`src/rtl/tcsp_defs.svh`:
```
/*
  Constants of the transceiver control serial port slave: addresses,
  command fields, config reset values and cycle counts.
  Assumes it is included by bare name from the block's files.
*/
`ifndef TCSP_DEFS_SVH
`define TCSP_DEFS_SVH

// slave addresses
`define TCSP_ADDR_INDIV 3'h2
`define TCSP_ADDR_BCAST 3'h7

// first command byte: [2:0] address, [3] read flag, [7:4] index
`define TCSP_FLD_READ 3
`define TCSP_IDX_CTRL0 4'h0
`define TCSP_IDX_CTRL1 4'h1
`define TCSP_IDX_CTRL2 4'h2
`define TCSP_IDX_RESET 4'hd
`define TCSP_IDX_EXT 4'hf

// config register reset values
`define TCSP_CTRL0_RST 5'h00
`define TCSP_CTRL1_RST 8'h00
`define TCSP_CTRL2_RST 4'h7

// control register 0 bit positions
`define TCSP_BIT_RX_DRIVE 1
`define TCSP_BIT_EMIT_EN 2
`define TCSP_BIT_ACK_PULSE 4

// extended read indexes and arbitrary identity values
`define TCSP_EIDX_MAKER 8'h00
`define TCSP_EIDX_DEVICE 8'h01
`define TCSP_EXT_MAKER 8'h5a
`define TCSP_EXT_DEVICE 8'hc0

// cycle counts in serial clock edges
`define TCSP_INIT_LAST 5'h1d
`define TCSP_TURN_LAST 3'h3
`define TCSP_DATA_LAST 4'h8

// level of the response start bit
`define TCSP_START_RSP 1'b0

`endif

```
`src/rtl/tcsp_pkg.sv`:
```
/*
  Types of the transceiver control serial port slave.
  Assumes nothing beyond a SystemVerilog compiler.
*/
package tcsp_pkg;

  // gray codes along init, idle, command, turnaround, response
  typedef enum logic [2:0] {
    ST_INIT = 3'h0,
    ST_IDLE = 3'h1,
    ST_CMD = 3'h3,
    ST_TURN = 3'h2,
    ST_RESP = 3'h6,
    ST_ACK = 3'h5
  } tcsp_state_t;

endpackage

```
`src/rtl/tcsp_sync.sv`:
```
/*
  Two flip-flop synchroniser for the pins that arrive from outside
  the system clock domain.
  Assumes each bit is an independent level; no word coherence.
*/
`timescale 1ns/1ps
module tcsp_sync (
  // system
  input wire logic clk,
  input wire logic rstn,
  // pins in, synchronised levels out
  input wire logic [2:0] async_in,
  output logic [2:0] sync_out
);
  import tcsp_pkg::*;

  logic [2:0] meta_reg;

  // first stage feeds only the second stage
  genvar i;
  generate
    for (i = 0; i < 3; i++) begin : g_bit
      always_ff @(posedge clk or negedge rstn) begin
        if (!rstn) begin
          meta_reg[i] <= 1'b0;
          sync_out[i] <= 1'b0;
        end else begin
          meta_reg[i] <= async_in[i];
          sync_out[i] <= meta_reg[i];
        end
      end
    end
  endgenerate

endmodule

```
`src/rtl/tcsp_regs.sv`:
```
/*
  Configuration store of the serial port slave: control registers
  0 to 2, the special reset command, and the read data selector.
  Assumes commit and reset pulses are one system clock long.
*/
`timescale 1ns/1ps
`include "tcsp_defs.svh"
module tcsp_regs (
  // system
  input wire logic clk,
  input wire logic rstn,
  // write side
  input wire logic commit,
  input wire logic reset_cmd,
  input wire logic [3:0] wr_idx,
  input wire logic [7:0] wr_data,
  // read side
  input wire logic [3:0] rd_idx,
  input wire logic [7:0] ext_idx,
  output logic [7:0] rd_data,
  // live configuration
  output logic [4:0] ctrl0
);
  import tcsp_pkg::*;

  logic [4:0] ctrl0_reg, ctrl0_next;
  logic [7:0] ctrl1_reg, ctrl1_next;
  logic [3:0] ctrl2_reg, ctrl2_next;

  // a write lands only when its command phase has completed
  always_comb begin
    ctrl0_next = ctrl0_reg;
    ctrl1_next = ctrl1_reg;
    ctrl2_next = ctrl2_reg;
    if (reset_cmd) begin
      ctrl0_next = `TCSP_CTRL0_RST;
      ctrl1_next = `TCSP_CTRL1_RST;
      ctrl2_next = `TCSP_CTRL2_RST;
    end else if (commit) begin
      if (wr_idx == `TCSP_IDX_CTRL0) ctrl0_next = wr_data[4:0];
      if (wr_idx == `TCSP_IDX_CTRL1) ctrl1_next = wr_data;
      if (wr_idx == `TCSP_IDX_CTRL2) ctrl2_next = wr_data[7:4];
    end
  end

  always_ff @(posedge clk or negedge rstn) begin
    if (!rstn) begin
      ctrl0_reg <= `TCSP_CTRL0_RST;
      ctrl1_reg <= `TCSP_CTRL1_RST;
      ctrl2_reg <= `TCSP_CTRL2_RST;
    end else begin
      ctrl0_reg <= ctrl0_next;
      ctrl1_reg <= ctrl1_next;
      ctrl2_reg <= ctrl2_next;
    end
  end

  // unused bits and unknown indexes read as zero
  always_comb begin
    rd_data = 8'h00;
    unique case (rd_idx)
      `TCSP_IDX_CTRL0: rd_data = {3'h0, ctrl0_reg};
      `TCSP_IDX_CTRL1: rd_data = ctrl1_reg;
      `TCSP_IDX_CTRL2: rd_data = {ctrl2_reg, 4'h0};
      `TCSP_IDX_EXT: begin
        if (ext_idx == `TCSP_EIDX_MAKER) rd_data = `TCSP_EXT_MAKER;
        if (ext_idx == `TCSP_EIDX_DEVICE) rd_data = `TCSP_EXT_DEVICE;
      end
      default: rd_data = 8'h00;
    endcase
  end

  assign ctrl0 = ctrl0_reg;

endmodule

```
`src/rtl/tcsp_top.sv`:
```
/*
  Slave end of the transceiver control serial port: power-up clocking
  count, command parsing, turnaround, response, acknowledge pulse,
  emitter gating and read pin drive.
  Assumes the serial clock and write line are pins from the controller,
  sampled by clk (250 MHz), far faster than the serial clock.
*/
`timescale 1ns/1ps
`include "tcsp_defs.svh"
// Summary of operation
// - idle: write line low, read line high
// - slave only; never starts a transaction
// - command always; response only for reads
// - response starts four clocks after command
// - bytes follow back to back
// - start bit then byte, LSB first
// - sample on rising edge; master shifts falling
// - read data changes on rising edge
// - write line passes to emitter when idle
// - block emitter first edge, release at end
// - photodiode disconnected during read response
// - addressed slave drives regardless of enable
// - unaddressed slave keeps read line floating
// - ack enable: disconnect, one-clock low pulse
// - end read on write line fall
// - write line high restarts power-up count
// - answer address 010 and broadcast 111
// - configuration applies after command completes
module tcsp_top (
  // system
  input wire logic clk,
  input wire logic rstn,
  // serial link from the controller
  input wire logic sclk,
  input wire logic write_data_line,
  // photodiode receiver path
  input wire logic optical_receive_line,
  // emitter drive
  output logic optical_transmit_line,
  // three-state read data pin
  output logic read_data_line_o,
  output logic read_data_line_oe
);
  import tcsp_pkg::*;

  logic sclk_s, wd_s, orx_s;
  logic sclk_d_reg, wd_d_reg;
  logic rise, wd_fall;
  tcsp_state_t st_reg, st_next;
  logic [4:0] cnt_reg, cnt_next;
  logic [3:0] bit_reg, bit_next;
  logic byte_reg, byte_next;
  logic [7:0] sh_reg, sh_next;
  logic [7:0] cmd_reg, cmd_next;
  logic [7:0] eidx_reg, eidx_next;
  logic [7:0] dout_reg, dout_next;
  logic blk_reg, blk_next;
  logic addr_reg, addr_next;
  logic indiv_reg, indiv_next;
  logic otx_reg, otx_next;
  logic rd_reg, rd_next;
  logic oe_reg, oe_next;
  logic commit, rst_cmd, done;
  logic [7:0] byte_val;
  logic is_rd, hit_now, indiv_now;
  logic [7:0] rd_data;
  logic [4:0] ctrl0;
  logic rx_drive_en, emit_en, ack_pulse_enable;

  // pins cross into the clk domain before anything reads them
  tcsp_sync u_sync (
    .clk(clk),
    .rstn(rstn),
    .async_in({optical_receive_line, write_data_line, sclk}),
    .sync_out({orx_s, wd_s, sclk_s})
  );

  tcsp_regs u_regs (
    .clk(clk),
    .rstn(rstn),
    .commit(commit),
    .reset_cmd(rst_cmd),
    .wr_idx(cmd_reg[7:4]),
    .wr_data(sh_next),
    .rd_idx(cmd_reg[7:4]),
    .ext_idx(eidx_reg),
    .rd_data(rd_data),
    .ctrl0(ctrl0)
  );

  assign rx_drive_en = ctrl0[`TCSP_BIT_RX_DRIVE];
  assign emit_en = ctrl0[`TCSP_BIT_EMIT_EN];
  assign ack_pulse_enable = ctrl0[`TCSP_BIT_ACK_PULSE];

  // edges of the synchronised serial clock and write line
  assign rise = sclk_s & ~sclk_d_reg;
  assign wd_fall = ~wd_s & wd_d_reg;
  assign byte_val = {wd_s, sh_reg[7:1]};

  // decode of the byte in flight; second byte reuses stored first
  always_comb begin
    is_rd = byte_reg ? cmd_reg[`TCSP_FLD_READ] : byte_val[`TCSP_FLD_READ];
    hit_now = addr_reg;
    indiv_now = indiv_reg;
    if (!byte_reg) begin
      indiv_now = byte_val[2:0] == `TCSP_ADDR_INDIV;
      hit_now = indiv_now | (byte_val[2:0] == `TCSP_ADDR_BCAST);
    end
  end

  // protocol sequencer; every step but the power-up restart and the read end on a write
  // line fall waits for a serial clock edge, so a stopped clock freezes the rest
  always_comb begin
    st_next = st_reg;
    cnt_next = cnt_reg;
    bit_next = bit_reg;
    byte_next = byte_reg;
    sh_next = sh_reg;
    cmd_next = cmd_reg;
    eidx_next = eidx_reg;
    dout_next = dout_reg;
    blk_next = blk_reg;
    addr_next = addr_reg;
    indiv_next = indiv_reg;
    rd_next = rd_reg;
    oe_next = oe_reg;
    commit = 1'b0;
    rst_cmd = 1'b0;
    done = 1'b0;
    unique case (st_reg)
      ST_INIT: begin
        if (wd_s) begin
          cnt_next = 5'h00;
        end else if (rise) begin
          if (cnt_reg == `TCSP_INIT_LAST) begin
            st_next = ST_IDLE;
            cnt_next = 5'h00;
          end else begin
            cnt_next = cnt_reg + 5'h01;
          end
        end
      end
      // a rising edge in ack ends the pulse and is also the next start
      // bit, so it must open the command rather than be swallowed
      ST_IDLE, ST_ACK: begin
        // only the controller's clock starts a transaction
        if (rise) begin
          st_next = ST_CMD;
          blk_next = 1'b1;
          bit_next = 4'h1;
          byte_next = 1'b0;
        end
      end
      ST_CMD: begin
        if (rise) begin
          if (bit_reg == 4'h0) begin
            bit_next = 4'h1; // start bit of the next byte
          end else begin
            sh_next = byte_val;
            if (bit_reg != `TCSP_DATA_LAST) begin
              bit_next = bit_reg + 4'h1;
            end else begin
              bit_next = 4'h0;
              if (!byte_reg) begin
                cmd_next = byte_val;
                addr_next = hit_now;
                indiv_next = indiv_now;
                if (is_rd) begin
                  byte_next = byte_val[7:4] == `TCSP_IDX_EXT;
                  done = byte_val[7:4] != `TCSP_IDX_EXT;
                end else begin
                  byte_next = byte_val[7:4] != `TCSP_IDX_RESET;
                  done = byte_val[7:4] == `TCSP_IDX_RESET;
                  rst_cmd = done & hit_now;
                end
              end else begin
                eidx_next = byte_val;
                done = 1'b1;
                commit = ~is_rd & hit_now;
              end
            end
          end
        end
        if (done) begin
          blk_next = 1'b0;
          if (is_rd) begin
            st_next = ST_TURN;
            cnt_next = 5'h00;
          end else if (hit_now & indiv_now & ack_pulse_enable &
              rx_drive_en) begin
            st_next = ST_ACK;
            rd_next = 1'b0;
            oe_next = 1'b1;
          end else begin
            st_next = ST_IDLE;
          end
        end
      end
      ST_TURN: begin
        if (wd_fall) begin
          st_next = ST_IDLE;
        end else if (rise) begin
          if (cnt_reg[2:0] == `TCSP_TURN_LAST) begin
            st_next = ST_RESP;
            bit_next = 4'h0;
            dout_next = rd_data;
            rd_next = `TCSP_START_RSP;
          end else begin
            cnt_next = cnt_reg + 5'h01;
          end
        end
      end
      ST_RESP: begin
        // watching the write line tolerates any response length
        if (wd_fall) begin
          st_next = ST_IDLE;
        end else if (rise && bit_reg != `TCSP_DATA_LAST) begin
          rd_next = dout_reg[0];
          dout_next = {1'b0, dout_reg[7:1]};
          bit_next = bit_reg + 4'h1;
        end
      end
      default: st_next = ST_IDLE;
    endcase
    // read pin: response owned by the addressed slave, ack state keeps its pulse, else receiver, or high with ack enabled
    if (st_next == ST_TURN || st_next == ST_RESP) begin
      oe_next = addr_next;
      if (st_next == ST_TURN) rd_next = 1'b1;
    end else if (st_next != ST_ACK) begin
      oe_next = rx_drive_en;
      rd_next = ack_pulse_enable | orx_s;
    end
  end

  // emitter follows the write line unless a command blocks it
  assign otx_next = wd_s & emit_en & ~blk_next;

  always_ff @(posedge clk or negedge rstn) begin
    if (!rstn) begin
      sclk_d_reg <= 1'b0;
      wd_d_reg <= 1'b0;
      st_reg <= ST_INIT;
      cnt_reg <= 5'h00;
      bit_reg <= 4'h0;
      byte_reg <= 1'b0;
      sh_reg <= 8'h00;
      cmd_reg <= 8'h00;
      eidx_reg <= 8'h00;
      dout_reg <= 8'h00;
      blk_reg <= 1'b0;
      addr_reg <= 1'b0;
      indiv_reg <= 1'b0;
      otx_reg <= 1'b0;
      rd_reg <= 1'b1;
      oe_reg <= 1'b0;
    end else begin
      sclk_d_reg <= sclk_s;
      wd_d_reg <= wd_s;
      st_reg <= st_next;
      cnt_reg <= cnt_next;
      bit_reg <= bit_next;
      byte_reg <= byte_next;
      sh_reg <= sh_next;
      cmd_reg <= cmd_next;
      eidx_reg <= eidx_next;
      dout_reg <= dout_next;
      blk_reg <= blk_next;
      addr_reg <= addr_next;
      indiv_reg <= indiv_next;
      otx_reg <= otx_next;
      rd_reg <= rd_next;
      oe_reg <= oe_next;
    end
  end

  assign optical_transmit_line = otx_reg;
  assign read_data_line_o = rd_reg;
  assign read_data_line_oe = oe_reg;

  // checks on the sequencer and pins
  no_start_a:
  assert property (@(posedge clk) disable iff (!rstn)
    st_reg == ST_IDLE && !rise |=> st_reg == ST_IDLE && !blk_reg)
    else $error("slave left idle without a clock edge");

  led_block_a:
  assert property (@(posedge clk) disable iff (!rstn)
    st_reg == ST_IDLE && rise |=> blk_reg && !optical_transmit_line)
    else $error("emitter not blocked at command start");

  led_pass_a:
  assert property (@(posedge clk) disable iff (!rstn)
    st_reg == ST_IDLE && !rise |=>
      optical_transmit_line == $past(wd_s & emit_en))
    else $error("emitter does not follow the write line");

  init_restart_a:
  assert property (@(posedge clk) disable iff (!rstn)
    st_reg == ST_INIT && wd_s |=> st_reg == ST_INIT && cnt_reg == 5'h00)
    else $error("power-up count not restarted");

  turn_start_a:
  assert property (@(posedge clk) disable iff (!rstn)
    st_reg == ST_TURN && cnt_reg == 5'h03 && rise && !wd_fall && addr_reg
      |=> st_reg == ST_RESP && !read_data_line_o && read_data_line_oe)
    else $error("response start bit not on fourth edge");

  rd_edge_a:
  assert property (@(posedge clk) disable iff (!rstn)
    st_reg == ST_RESP && $changed(read_data_line_o) |-> $past(rise))
    else $error("read data changed off a rising edge");

  foreign_float_a:
  assert property (@(posedge clk) disable iff (!rstn)
    (st_reg == ST_TURN || st_reg == ST_RESP) && !addr_reg
      |-> !read_data_line_oe)
    else $error("unaddressed slave drives the read line");

  resp_drive_a:
  assert property (@(posedge clk) disable iff (!rstn)
    st_reg == ST_RESP && addr_reg |-> read_data_line_oe)
    else $error("addressed slave not driving response");

  ack_pulse_a:
  assert property (@(posedge clk) disable iff (!rstn)
    st_reg == ST_ACK && !rise |=>
      st_reg == ST_ACK && read_data_line_oe && !read_data_line_o)
    else $error("acknowledge pulse cut short");

  read_end_a:
  assert property (@(posedge clk) disable iff (!rstn)
    st_reg == ST_RESP && wd_fall |=> st_reg == ST_IDLE)
    else $error("read not ended on write line fall");

  cfg_hold_a:
  assert property (@(posedge clk) disable iff (!rstn)
    !commit && !rst_cmd |=> $stable(ctrl0))
    else $error("configuration changed outside command end");

endmodule

```
`config.mk`:
```
export PLATFORM = sky130hd
export DESIGN_NAME = tcsp_top
export DESIGN_NICKNAME = d
export VERILOG_FILES = /design/src/rtl/tcsp_pkg.sv /design/src/rtl/tcsp_sync.sv /design/src/rtl/tcsp_regs.sv /design/src/rtl/tcsp_top.sv
export VERILOG_INCLUDE_DIRS = /design/src /design/src/rtl
export SDC_FILE = /design/constraint.sdc
export NUM_CORES = 1
export LEC_CHECK = 0
export BUFFER_PORTS_ARGS = -buffer_cell sky130_fd_sc_hd__buf_4
export CAP_MARGIN = 20
export CORE_MARGIN = 3
export CORE_UTILIZATION = 62
export CTS_CLUSTER_DIAMETER = 200
export DETAILED_ROUTE_END_ITERATION = 6
export PLACE_DENSITY = 0.79
export REMOVE_ABC_BUFFERS = 1
export SYNTH_ARGS = -nofsm -noshare
export SYNTH_HDL_FRONTEND = slang
export SYNTH_SLANG_ARGS = --single-unit
```
`constraint.sdc`:
```
create_clock -name clk -period 2.7 [get_ports clk]
set_input_delay 0.135 -clock clk [delete_from_list [all_inputs] [get_ports clk]]
set_output_delay 0.135 -clock clk [all_outputs]
set_load 0.1 [all_outputs]
```
==> flow_summary.yaml, run 1 <==
status:
  status: "finished, final reports clean"
floorplan:
  die_y_um: 83.1
  rows: 27
  dieWidth_um: 83.1
  pin_count: 8
  dieArea_um2: 6900
  initial_core_util_pct: 65.3
  core_area_um2: 5640
logic_synthesis:
  synth_edf_count: 0
  async_flop_share_pct: 100
  syn-cell-area_um2: 3680
  synth_seq_cells: 73
  yosysSeqAreaShare_pct: 49.7
  synth.distinct_cells: 61
  synth_cells: 351
  ys_warn_count: 0
  ys.flop_type: "dfrtp_1"
  avgSynthCellArea_um2: 10.5
cells_and_area:
  drive_gt1_share_pct: 15.7
  n_antenna_cell: 0
  nFillCells: 410
  utilization_pct: 71.9
  syn_to_final_growth_pct: 10.1
  fin_nets: 374
  final_common_cell: "dfrtp_1"
  final_cell_mix: "dfrtp_1, nand2_1, nor2_1"
grt:
  grt_antenna_before_repair: 0
  grt_max_degree: 74
  grt_pass1_vias: 2780
  grt_pass1_wl_um: 14200
  track_usage_pct: 25.7
  grt_overflow: 0
timing:
  slew_headroom_pct: 40.4
  worst_slew_pin_slew_ns: 0.893
  setup_viol: 0
  clock.fmax_mhz: 409
  finClkSkew_ns: 0.00956
  finalHoldWorstSlack_ns: 0.353
  final.setup.tns_ns: 0
  hold_viol_final: 0
  drv_slew: 0
  rsz0062_at_grt: "false"
  timing.final.crit_share_pct: 90.6
  period_needed_ns: 2.45
detailed_routing:
  routed_wl_um: 8180
  dr.pass1.iters: 5
  vias_per_cell: 6.26
  drtIter0Drc: 263
  wl_per_cell_um: 18.6
  drc_errors: 0
  via_count: 2759
  ant_nets: 0
clocking:
  clk_latency_ns: 0.35
  cts_tree: "yes"
  clk_pin_slew_worst_paths_ns: 0.08
  htreeDepth: 3
  cts.sinks: 73
  cts_root_buf: "clkbuf_8"
  cts_inserted_buffers: 9
  ctsLongestPathBuffers: 2
  cts_resized: 0
flow_run:
  drv_cap: 0
setup_path:
  path_cells: "inv_1 -> ha_1 -> and3b_1 -> nand3_1 -> or4_1 -> mux2i_1 -> nor2_1"
  end_kind: "flip-flop"
  arrival_ns: 2.68
  critPathLaunchType: "flip-flop"
  required_ns: 2.93
  worstPathMaxFanout: 9
  crit_slowest_cell: "or4_1"
  critPathKind: "flip-flop to flip-flop"
  crit_path_max_incr_delay_ns: 0.80
power_and_ir_drop:
  leakage_nw: 1.91
  ir_drop_uv: 474
  p_per_area_nw_per_um2: 528
place:
  hpwlAfterDp_um: 5640
  port_buffers: 7
  gpl.final_weighted_congestion: 0.895
worst_hold_path:
  hold_path_class: "flip-flop to flip-flop"
path summary, 6_finish.rpt:
check | startpoint | endpoint | slack [ns] | depth (start not counted)
setup / recovery | bit_reg[0]$_DFFE_PN0P_ | u_regs.ctrl1_reg[6]$_DFFE_PN0P_ | 0.25 | 7
hold / removal | u_sync.meta_reg[1]$_DFF_PN0_ | u_sync.sync_out[1]$_DFF_PN0_ | 0.35 | 0
min in group asynchronous | rstn | eidx_reg[6]$_DFFE_PN0P_ | 0.45 | 2
hold reg to reg | u_sync.meta_reg[1]$_DFF_PN0_ | u_sync.sync_out[1]$_DFF_PN0_ | 0.35 | 0
setup reg to reg | bit_reg[0]$_DFFE_PN0P_ | u_regs.ctrl1_reg[6]$_DFFE_PN0P_ | 0.25 | 7
max in group asynchronous | rstn | u_regs.ctrl1_reg[2]$_DFFE_PN0P_ | 1.66 | 2
worst max-delay path, delay by kind of cell, from the launching register on:
kind,cells,cell delay [ns]
mux,1,0.28
flops,1,0.42
fa+ha+maj,1,0.22
buf+inv,1,0.09
simple gates,4,1.32
layer usage:
| layer | wire, um | track usage, % |
|---|---|---|
| met3 | 453 | 5.75 |
| met1 | 3950 | 38.0 |
| met4 | 131 | 6.54 |
| met5 | 0 | 0 |
| met2 | 3650 | 38.6 |
stage by stage:
| step | std cells | instance area [um^2] | setup WS, ns | power (W) |
|---|---|---|---|---|
| 6_report | 441 | 4060 | 0.254 | 0.00214 |
| 5_1_grt | 441 | 4060 | 0.0444 | 0.00221 |
| 4_1_cts | 441 | 4060 | 0.263 | 0.00215 |
| 3_5_place_dp | 421 | 3800 | 0.302 | 0.00123 |
| 3_3_place_gp | 421 | 3800 | 0.408 | 0.00123 |
| 2_1_floorplan | 333 | 3590 | 0.534 | 0.00119 |
synthesized netlist by cell type (2+ instances only):
cell	number	area [um^2]
dfrtp_1	69	1730
nand2_1	29	109
nor2_1	28	105
mux2i_1	20	200
o21ai_1	19	95.1
a21oi_1	15	75.1
mux2_1	14	158
a31oi_1	11	68.8
inv_1	10	37.5
clkbuf_1	9	33.8
mux2_2	9	101
nand3_1	8	40.0
nor2b_1	7	43.8
a22oi_1	6	45.0
buf_2	6	30.0
nand2b_1	6	37.5
ha_1	5	62.6
nor3_1	5	25.0
and3b_1	4	35.0
dfstp_2	4	105
nor2_2	4	25.0
or2_2	4	25.0
a21o_1	3	22.5
a32oi_1	3	26.3
nand3b_1	3	22.5
o22ai_1	3	18.8
o41ai_1	3	26.3
a22o_1	2	17.5
and3_1	2	12.5
buf_6	2	22.5
nand4_1	2	12.5
nor4_1	2	12.5
nor4_4	2	42.5
o21ai_0	2	10.0
o31ai_1	2	15.0
or3_1	2	12.5
or4_1	2	15.0
cells by family (layout without fill, tap and decap cells):
family                   count (synthesis)  after routing  synth area share (%)
AO/OA/AOI/OAI                           80             80                  14.0
XOR/XNOR                                 1              1                 0.238
adder cells (fa/ha/maj)                  5              5                  1.70
buffers and inverters                   28             46                  3.46
flip-flops                              73             73                  49.7
multiplexers                            43             43                  12.5
AND/OR/NAND/NOR                        121            121                  18.4
what timing repair did:
item | CTS | global route
hold buffers | 4 | 0
endpoints found under the hold margin | 72 | 0
endpoints found under the setup margin | 0 | 0
buffers inserted | 0 | 0
power breakdown:
| part | switching [W] | internal [W] | total (W) | leakage [nW] |
|---|---|---|---|---|
| clock network | 0.000407 | 0.000517 | 0.000924 | 0.110 |
| logic | 0.0000586 | 0.0000313 | 0.0000900 | 0.817 |
| registers | 0.0000153 | 0.00111 | 0.00112 | 0.985 |
cell type report:
cell class                 instances  area (um^2)  area share [%]
sequential                        73         1830            45.2
clock buffer                      10          128            3.15
inverter                          10         37.5           0.926
timing repair buffer              20          160            3.95
clock inverter                     6         83.8            2.07
multi-input combinational        250         1720            42.5
tap                               72         90.1            2.22
(Power assumes the default switching activity.)
==> run 2: changes to the inputs <==
Clock period 2.7 ns to 2.67 ns, I/O delays scaled along.
==> flow_summary.yaml, run 2 (synthesis gave the netlist of run 1 again) <==
power_and_ir_drop:
  seqPwrFrac_pct: 51.4
  p_int_w: 0.00171
  swShare_pct: 22.8
  power.share.combinational_pct: 4.1
  finalPower_w: 0.00221
  clkPwrFrac_pct: 44.5
  ir_drop_uv: 541
  leakage_nw: 1.93
  p_per_area_nw_per_um2: 541
  p_switching_w: 0.000504
grt:
  grt_pass1_wl_um: 14400
  track_usage_pct: 26.2
  grt_overflow: 0
  grt_max_degree: 74
  grt_antenna_before_repair: 0
  grt_pass1_vias: 2806
clocking:
  cts_inserted_buffers: 9
  ctsLongestPathBuffers: 2
  cts_tree: "yes"
  ctsHoldBuffers: 4
  clk_pin_slew_worst_paths_ns: 0.08
  clk_latency_ns: 0.35
  cts_root_buf: "clkbuf_8"
  postCtsSetupBuffers: 0
  cts_resized: 0
  htreeDepth: 3
  cts.sinks: 73
timing:
  hold_viol_final: 0
  rsz0062_at_grt: "false"
  timing.final.crit_share_pct: 91.5
  setup_ws_ns: 0.227
  clock.fmax_mhz: 409
  drv_slew: 0
  slew_headroom_pct: 40.7
  period_needed_ns: 2.44
  worst_slew_pin_slew_ns: 0.889
  finClkSkew_ns: 0.0102
  final.setup.tns_ns: 0
  setup_viol: 0
cells_and_area:
  utilization_pct: 72.4
  fin_nets: 376
  syn_to_final_growth_pct: 10.9
  n_antenna_cell: 0
  final_common_cell: "dfrtp_1"
  drive_gt1_share_pct: 16.4
  final_cell_mix: "dfrtp_1, nand2_1, nor2_1"
  final_cell_area_um2: 4090
place:
  post-place-ws_ns: 0.297
  hpwlAfterDp_um: 5630
  port_buffers: 7
  postPlaceCellArea_um2: 3820
  gpl.final_weighted_congestion: 0.928
status:
  status: "finished, final reports clean"
detailed_routing:
  dr.pass1.iters: 5
  drc_errors: 0
  vias_per_cell: 6.41
  via_count: 2840
  wl_per_cell_um: 18.8
  drtIter0Drc: 282
  ant_nets: 0
  routed_wl_um: 8330
setup_path:
  end_kind: "flip-flop"
  critPathLaunchType: "flip-flop"
  critPathKind: "flip-flop to flip-flop"
  arrival_ns: 2.67
  worstPathMaxFanout: 9
  required_ns: 2.90
floorplan:
  die_y_um: 83.1
  initial_core_util_pct: 65.3
  core_area_um2: 5640
  dieArea_um2: 6900
  dieWidth_um: 83.1
  rows: 27
  pin_count: 8
flow_run:
  drv_cap: 0
worst_hold_path:
  hold_path_class: "flip-flop to flip-flop"
[run 2: worst max-delay path, cell delays in order, from the launching register on]
cell and delay, ns:
dfrtp_1 0.42, inv_1 0.09, ha_1 0.20, and3b_1 0.29, nand3_1 0.20, or4_1 0.81
mux2i_1 0.26, nor2_1 0.06
[run 2: final cells by class]
cell class / count / area (um^2)
Tap cell: 72 / 90.1
Fill cell: 388 / 1560
Inverter: 10 / 37.5
Multi-Input combinational cell: 250 / 1720
Sequential cell: 73 / 1830
Clock buffer: 10 / 138
Clock inverter: 6 / 90.1
Timing Repair Buffer: 22 / 175
[run 2: metrics by stage]
step           std cells  hold WS (ns)
3_3_place_gp         423         0.243
3_5_place_dp         423         0.245
4_1_cts              443         0.356
2_1_floorplan        333        -0.162
6_report             443         0.355
5_1_grt              443         0.363
[run 2: per-layer routing]
| layer | wire length, um | vias to the layer above | global-route usage [%] |
|---|---|---|---|
| met5 | 0 | - | 0 |
| met4 | 166 | 0 | 8.62 |
| met2 | 3850 | 128 | 39.3 |
| li1 | - | 1304 | - |
| met1 | 3810 | 1387 | 38.7 |
| met3 | 494 | 21 | 4.76 |
[run 2: worst paths after layout]
path                            depth (start not counted)  slack (ns)                               to                    startpoint
worst max register to register                          7        0.23  u_regs.ctrl1_reg[1]$_DFFE_PN0P_        bit_reg[0]$_DFFE_PN0P_
worst min register to register                          0        0.36     u_sync.sync_out[2]$_DFF_PN0_  u_sync.meta_reg[2]$_DFF_PN0_
worst min-delay path                                    0        0.36     u_sync.sync_out[2]$_DFF_PN0_  u_sync.meta_reg[2]$_DFF_PN0_
max in group asynchronous                               2        1.64  optical_transmit_line$_DFF_PN0_                          rstn
worst max-delay path                                    7        0.23  u_regs.ctrl1_reg[1]$_DFFE_PN0P_        bit_reg[0]$_DFFE_PN0P_
min in group asynchronous                               2        0.44          dout_reg[6]$_DFFE_PN0P_                          rstn
[run 2: power by group through the flow]
stage / Combinational (W) / Sequential, W / Clock [W]
2_1_floorplan: 0.0000389 / 0.00116 / 0
3_3_place_gp: 0.0000852 / 0.00116 / 0
3_5_place_dp: 0.0000870 / 0.00116 / 0
4_1_cts: 0.0000921 / 0.00114 / 0.000993
5_1_grt: 0.000102 / 0.00114 / 0.00105
6_report: 0.0000910 / 0.00114 / 0.000984
==> run 3: changes to the inputs <==
Settings changed: CORE_MARGIN 3 to 5.
==> flow_summary.yaml, run 3 (synthesis gave the netlist of run 1 again) <==
timing:
  slew_headroom_pct: 41.5
  timing.final.crit_share_pct: 89.8
  clock.fmax_mhz: 417
  rsz0062_at_grt: "false"
  period_needed_ns: 2.40
  hold_viol_final: 0
  setup_viol: 0
  finClkSkew_ns: 0.00948
  final.setup.tns_ns: 0
  worst_slew_pin_slew_ns: 0.877
  drv_slew: 0
setup_path:
  critPathLaunchType: "flip-flop"
  r2r_end: "u_regs.ctrl1_reg[4]$_DFFE_PN0P_"
  ff2ff_setup_slack_ns: 0.27
  required_ns: 2.91
  arrival_ns: 2.63
  worstRegToRegCells: 7
  r2r_start: "bit_reg[0]$_DFFE_PN0P_"
  worstPathMaxFanout: 9
  end_kind: "flip-flop"
  critPathKind: "flip-flop to flip-flop"
cells_and_area:
  fin_nets: 376
  utilization_pct: 70.5
  nFillCells: 414
  syn_to_final_growth_pct: 11.9
  drive_gt1_share_pct: 15.9
  final_cell_mix: "dfrtp_1, nand2_1, nor2_1"
  final_common_cell: "dfrtp_1"
  n_antenna_cell: 0
clocking:
  clk_pin_slew_worst_paths_ns: 0.07
  cts_inserted_buffers: 9
  postCtsSetupBuffers: 0
  cts.sinks: 73
  cts_resized: 0
  cts_tree: "yes"
  htreeDepth: 3
  ctsLongestPathBuffers: 2
  cts_root_buf: "clkbuf_8"
  clk_latency_ns: 0.35
worst_hold_path:
  hold_depth: 0
  hp-start: "u_sync.meta_reg[1]$_DFF_PN0_"
  min_to: "u_sync.sync_out[1]$_DFF_PN0_"
  hold_path_class: "flip-flop to flip-flop"
detailed_routing:
  routed_wl_um: 7870
  drtIter0Drc: 230
  vias_per_cell: 6.12
  ant_nets: 0
  via_count: 2729
  drc_errors: 0
  dr.pass1.iters: 4
  wl_per_cell_um: 17.6
grt:
  grt_pass1_wl_um: 13500
  grt_overflow: 0
  track_usage_pct: 23.3
  grt_max_degree: 74
  grt_pass1_vias: 2679
  grt_antenna_before_repair: 0
place:
  hpwlAfterDp_um: 5590
  port_buffers: 7
  gpl.final_weighted_congestion: 0.864
status:
  status: "finished, final reports clean"
floorplan:
  dieArea_um2: 7580
  die_y_um: 87.1
  rows: 28
  core_area_um2: 5850
  initial_core_util_pct: 63.0
  pin_count: 8
  dieWidth_um: 87.1
power_and_ir_drop:
  ir_drop_uv: 509
  p_per_area_nw_per_um2: 570
  leakage_nw: 1.94
flow_run:
  drv_cap: 0
run 3: area by class of cell:
type	instances	area [um^2]	share of cell area [%]
repair buffers	22	175	4.25
inverters	10	37.5	0.910
clock buffers	11	131	3.19
clock inverters	5	129	3.13
flip-flops and latches	73	1830	44.4
well taps	75	93.8	2.28
multi-input cells	250	1720	41.8
run 3: routing by layer:
| metal | vias to the layer above | global-route usage [%] | share of wire (%) |
|---|---|---|---|
| li1 | 1296 | - | - |
| met1 | 1349 | 32.6 | 47 |
| met2 | 69 | 35.9 | 46 |
| met3 | 15 | 3.97 | 4.4 |
| met4 | 0 | 10.1 | 2.4 |
| met5 | - | 0 | 0 |
run 3: how the worst max path moves through the flow:
stage | start | endpoint | slack [ns] | cells after the start
after detailed placement | bit_reg[0]$_DFFE_PN0P_ | u_regs.ctrl1_reg[2]$_DFFE_PN0P_ | 0.27 | 7
after global routing | bit_reg[0]$_DFFE_PN0P_ | u_regs.ctrl1_reg[0]$_DFFE_PN0P_ | 0.11 | 7
after floorplan | st_reg[2]$_DFF_PN0_ | u_regs.ctrl1_reg[0]$_DFFE_PN0P_ | 0.50 | 4
after CTS | bit_reg[0]$_DFFE_PN0P_ | u_regs.ctrl1_reg[2]$_DFFE_PN0P_ | 0.27 | 7
after global placement | bit_reg[0]$_DFFE_PN0P_ | u_regs.ctrl1_reg[7]$_DFFE_PN0P_ | 0.39 | 7
final | bit_reg[0]$_DFFE_PN0P_ | u_regs.ctrl1_reg[4]$_DFFE_PN0P_ | 0.27 | 7
run 3: where the power goes:
part | internal (W) | total [W] | switching (W)
logic | 0.0000318 | 0.0000899 | 0.0000582
clock network | 0.000718 | 0.00112 | 0.000406
registers | 0.00112 | 0.00114 | 0.0000158
run 3: critical path: stages (launching register included):
cell and delay (ns):
dfrtp_1 0.41, inv_1 0.09, ha_1 0.21, and3b_1 0.28, nand3_1 0.20, or4_1 0.80, mux2i_1 0.23, nor2_1 0.06
run 3: repair_timing:
action                                 CTS  global route
hold buffers                             4             0
endpoints found under the hold margin   72             0
setup endpoints to repair                0             0
run 3: metrics by stage:
step                      cell area [um^2]  std cells  total power (W)  setup WS [ns]  hold WS (ns)
after floorplan                       3590        333          0.00120          0.504        -0.162
after global placement                3820        426          0.00124          0.391         0.244
after detailed placement              3820        426          0.00125          0.273         0.244
after CTS                             4120        446          0.00237          0.269         0.358
after global routing                  4120        446          0.00243          0.110         0.372
final                                 4120        446          0.00235          0.272         0.354
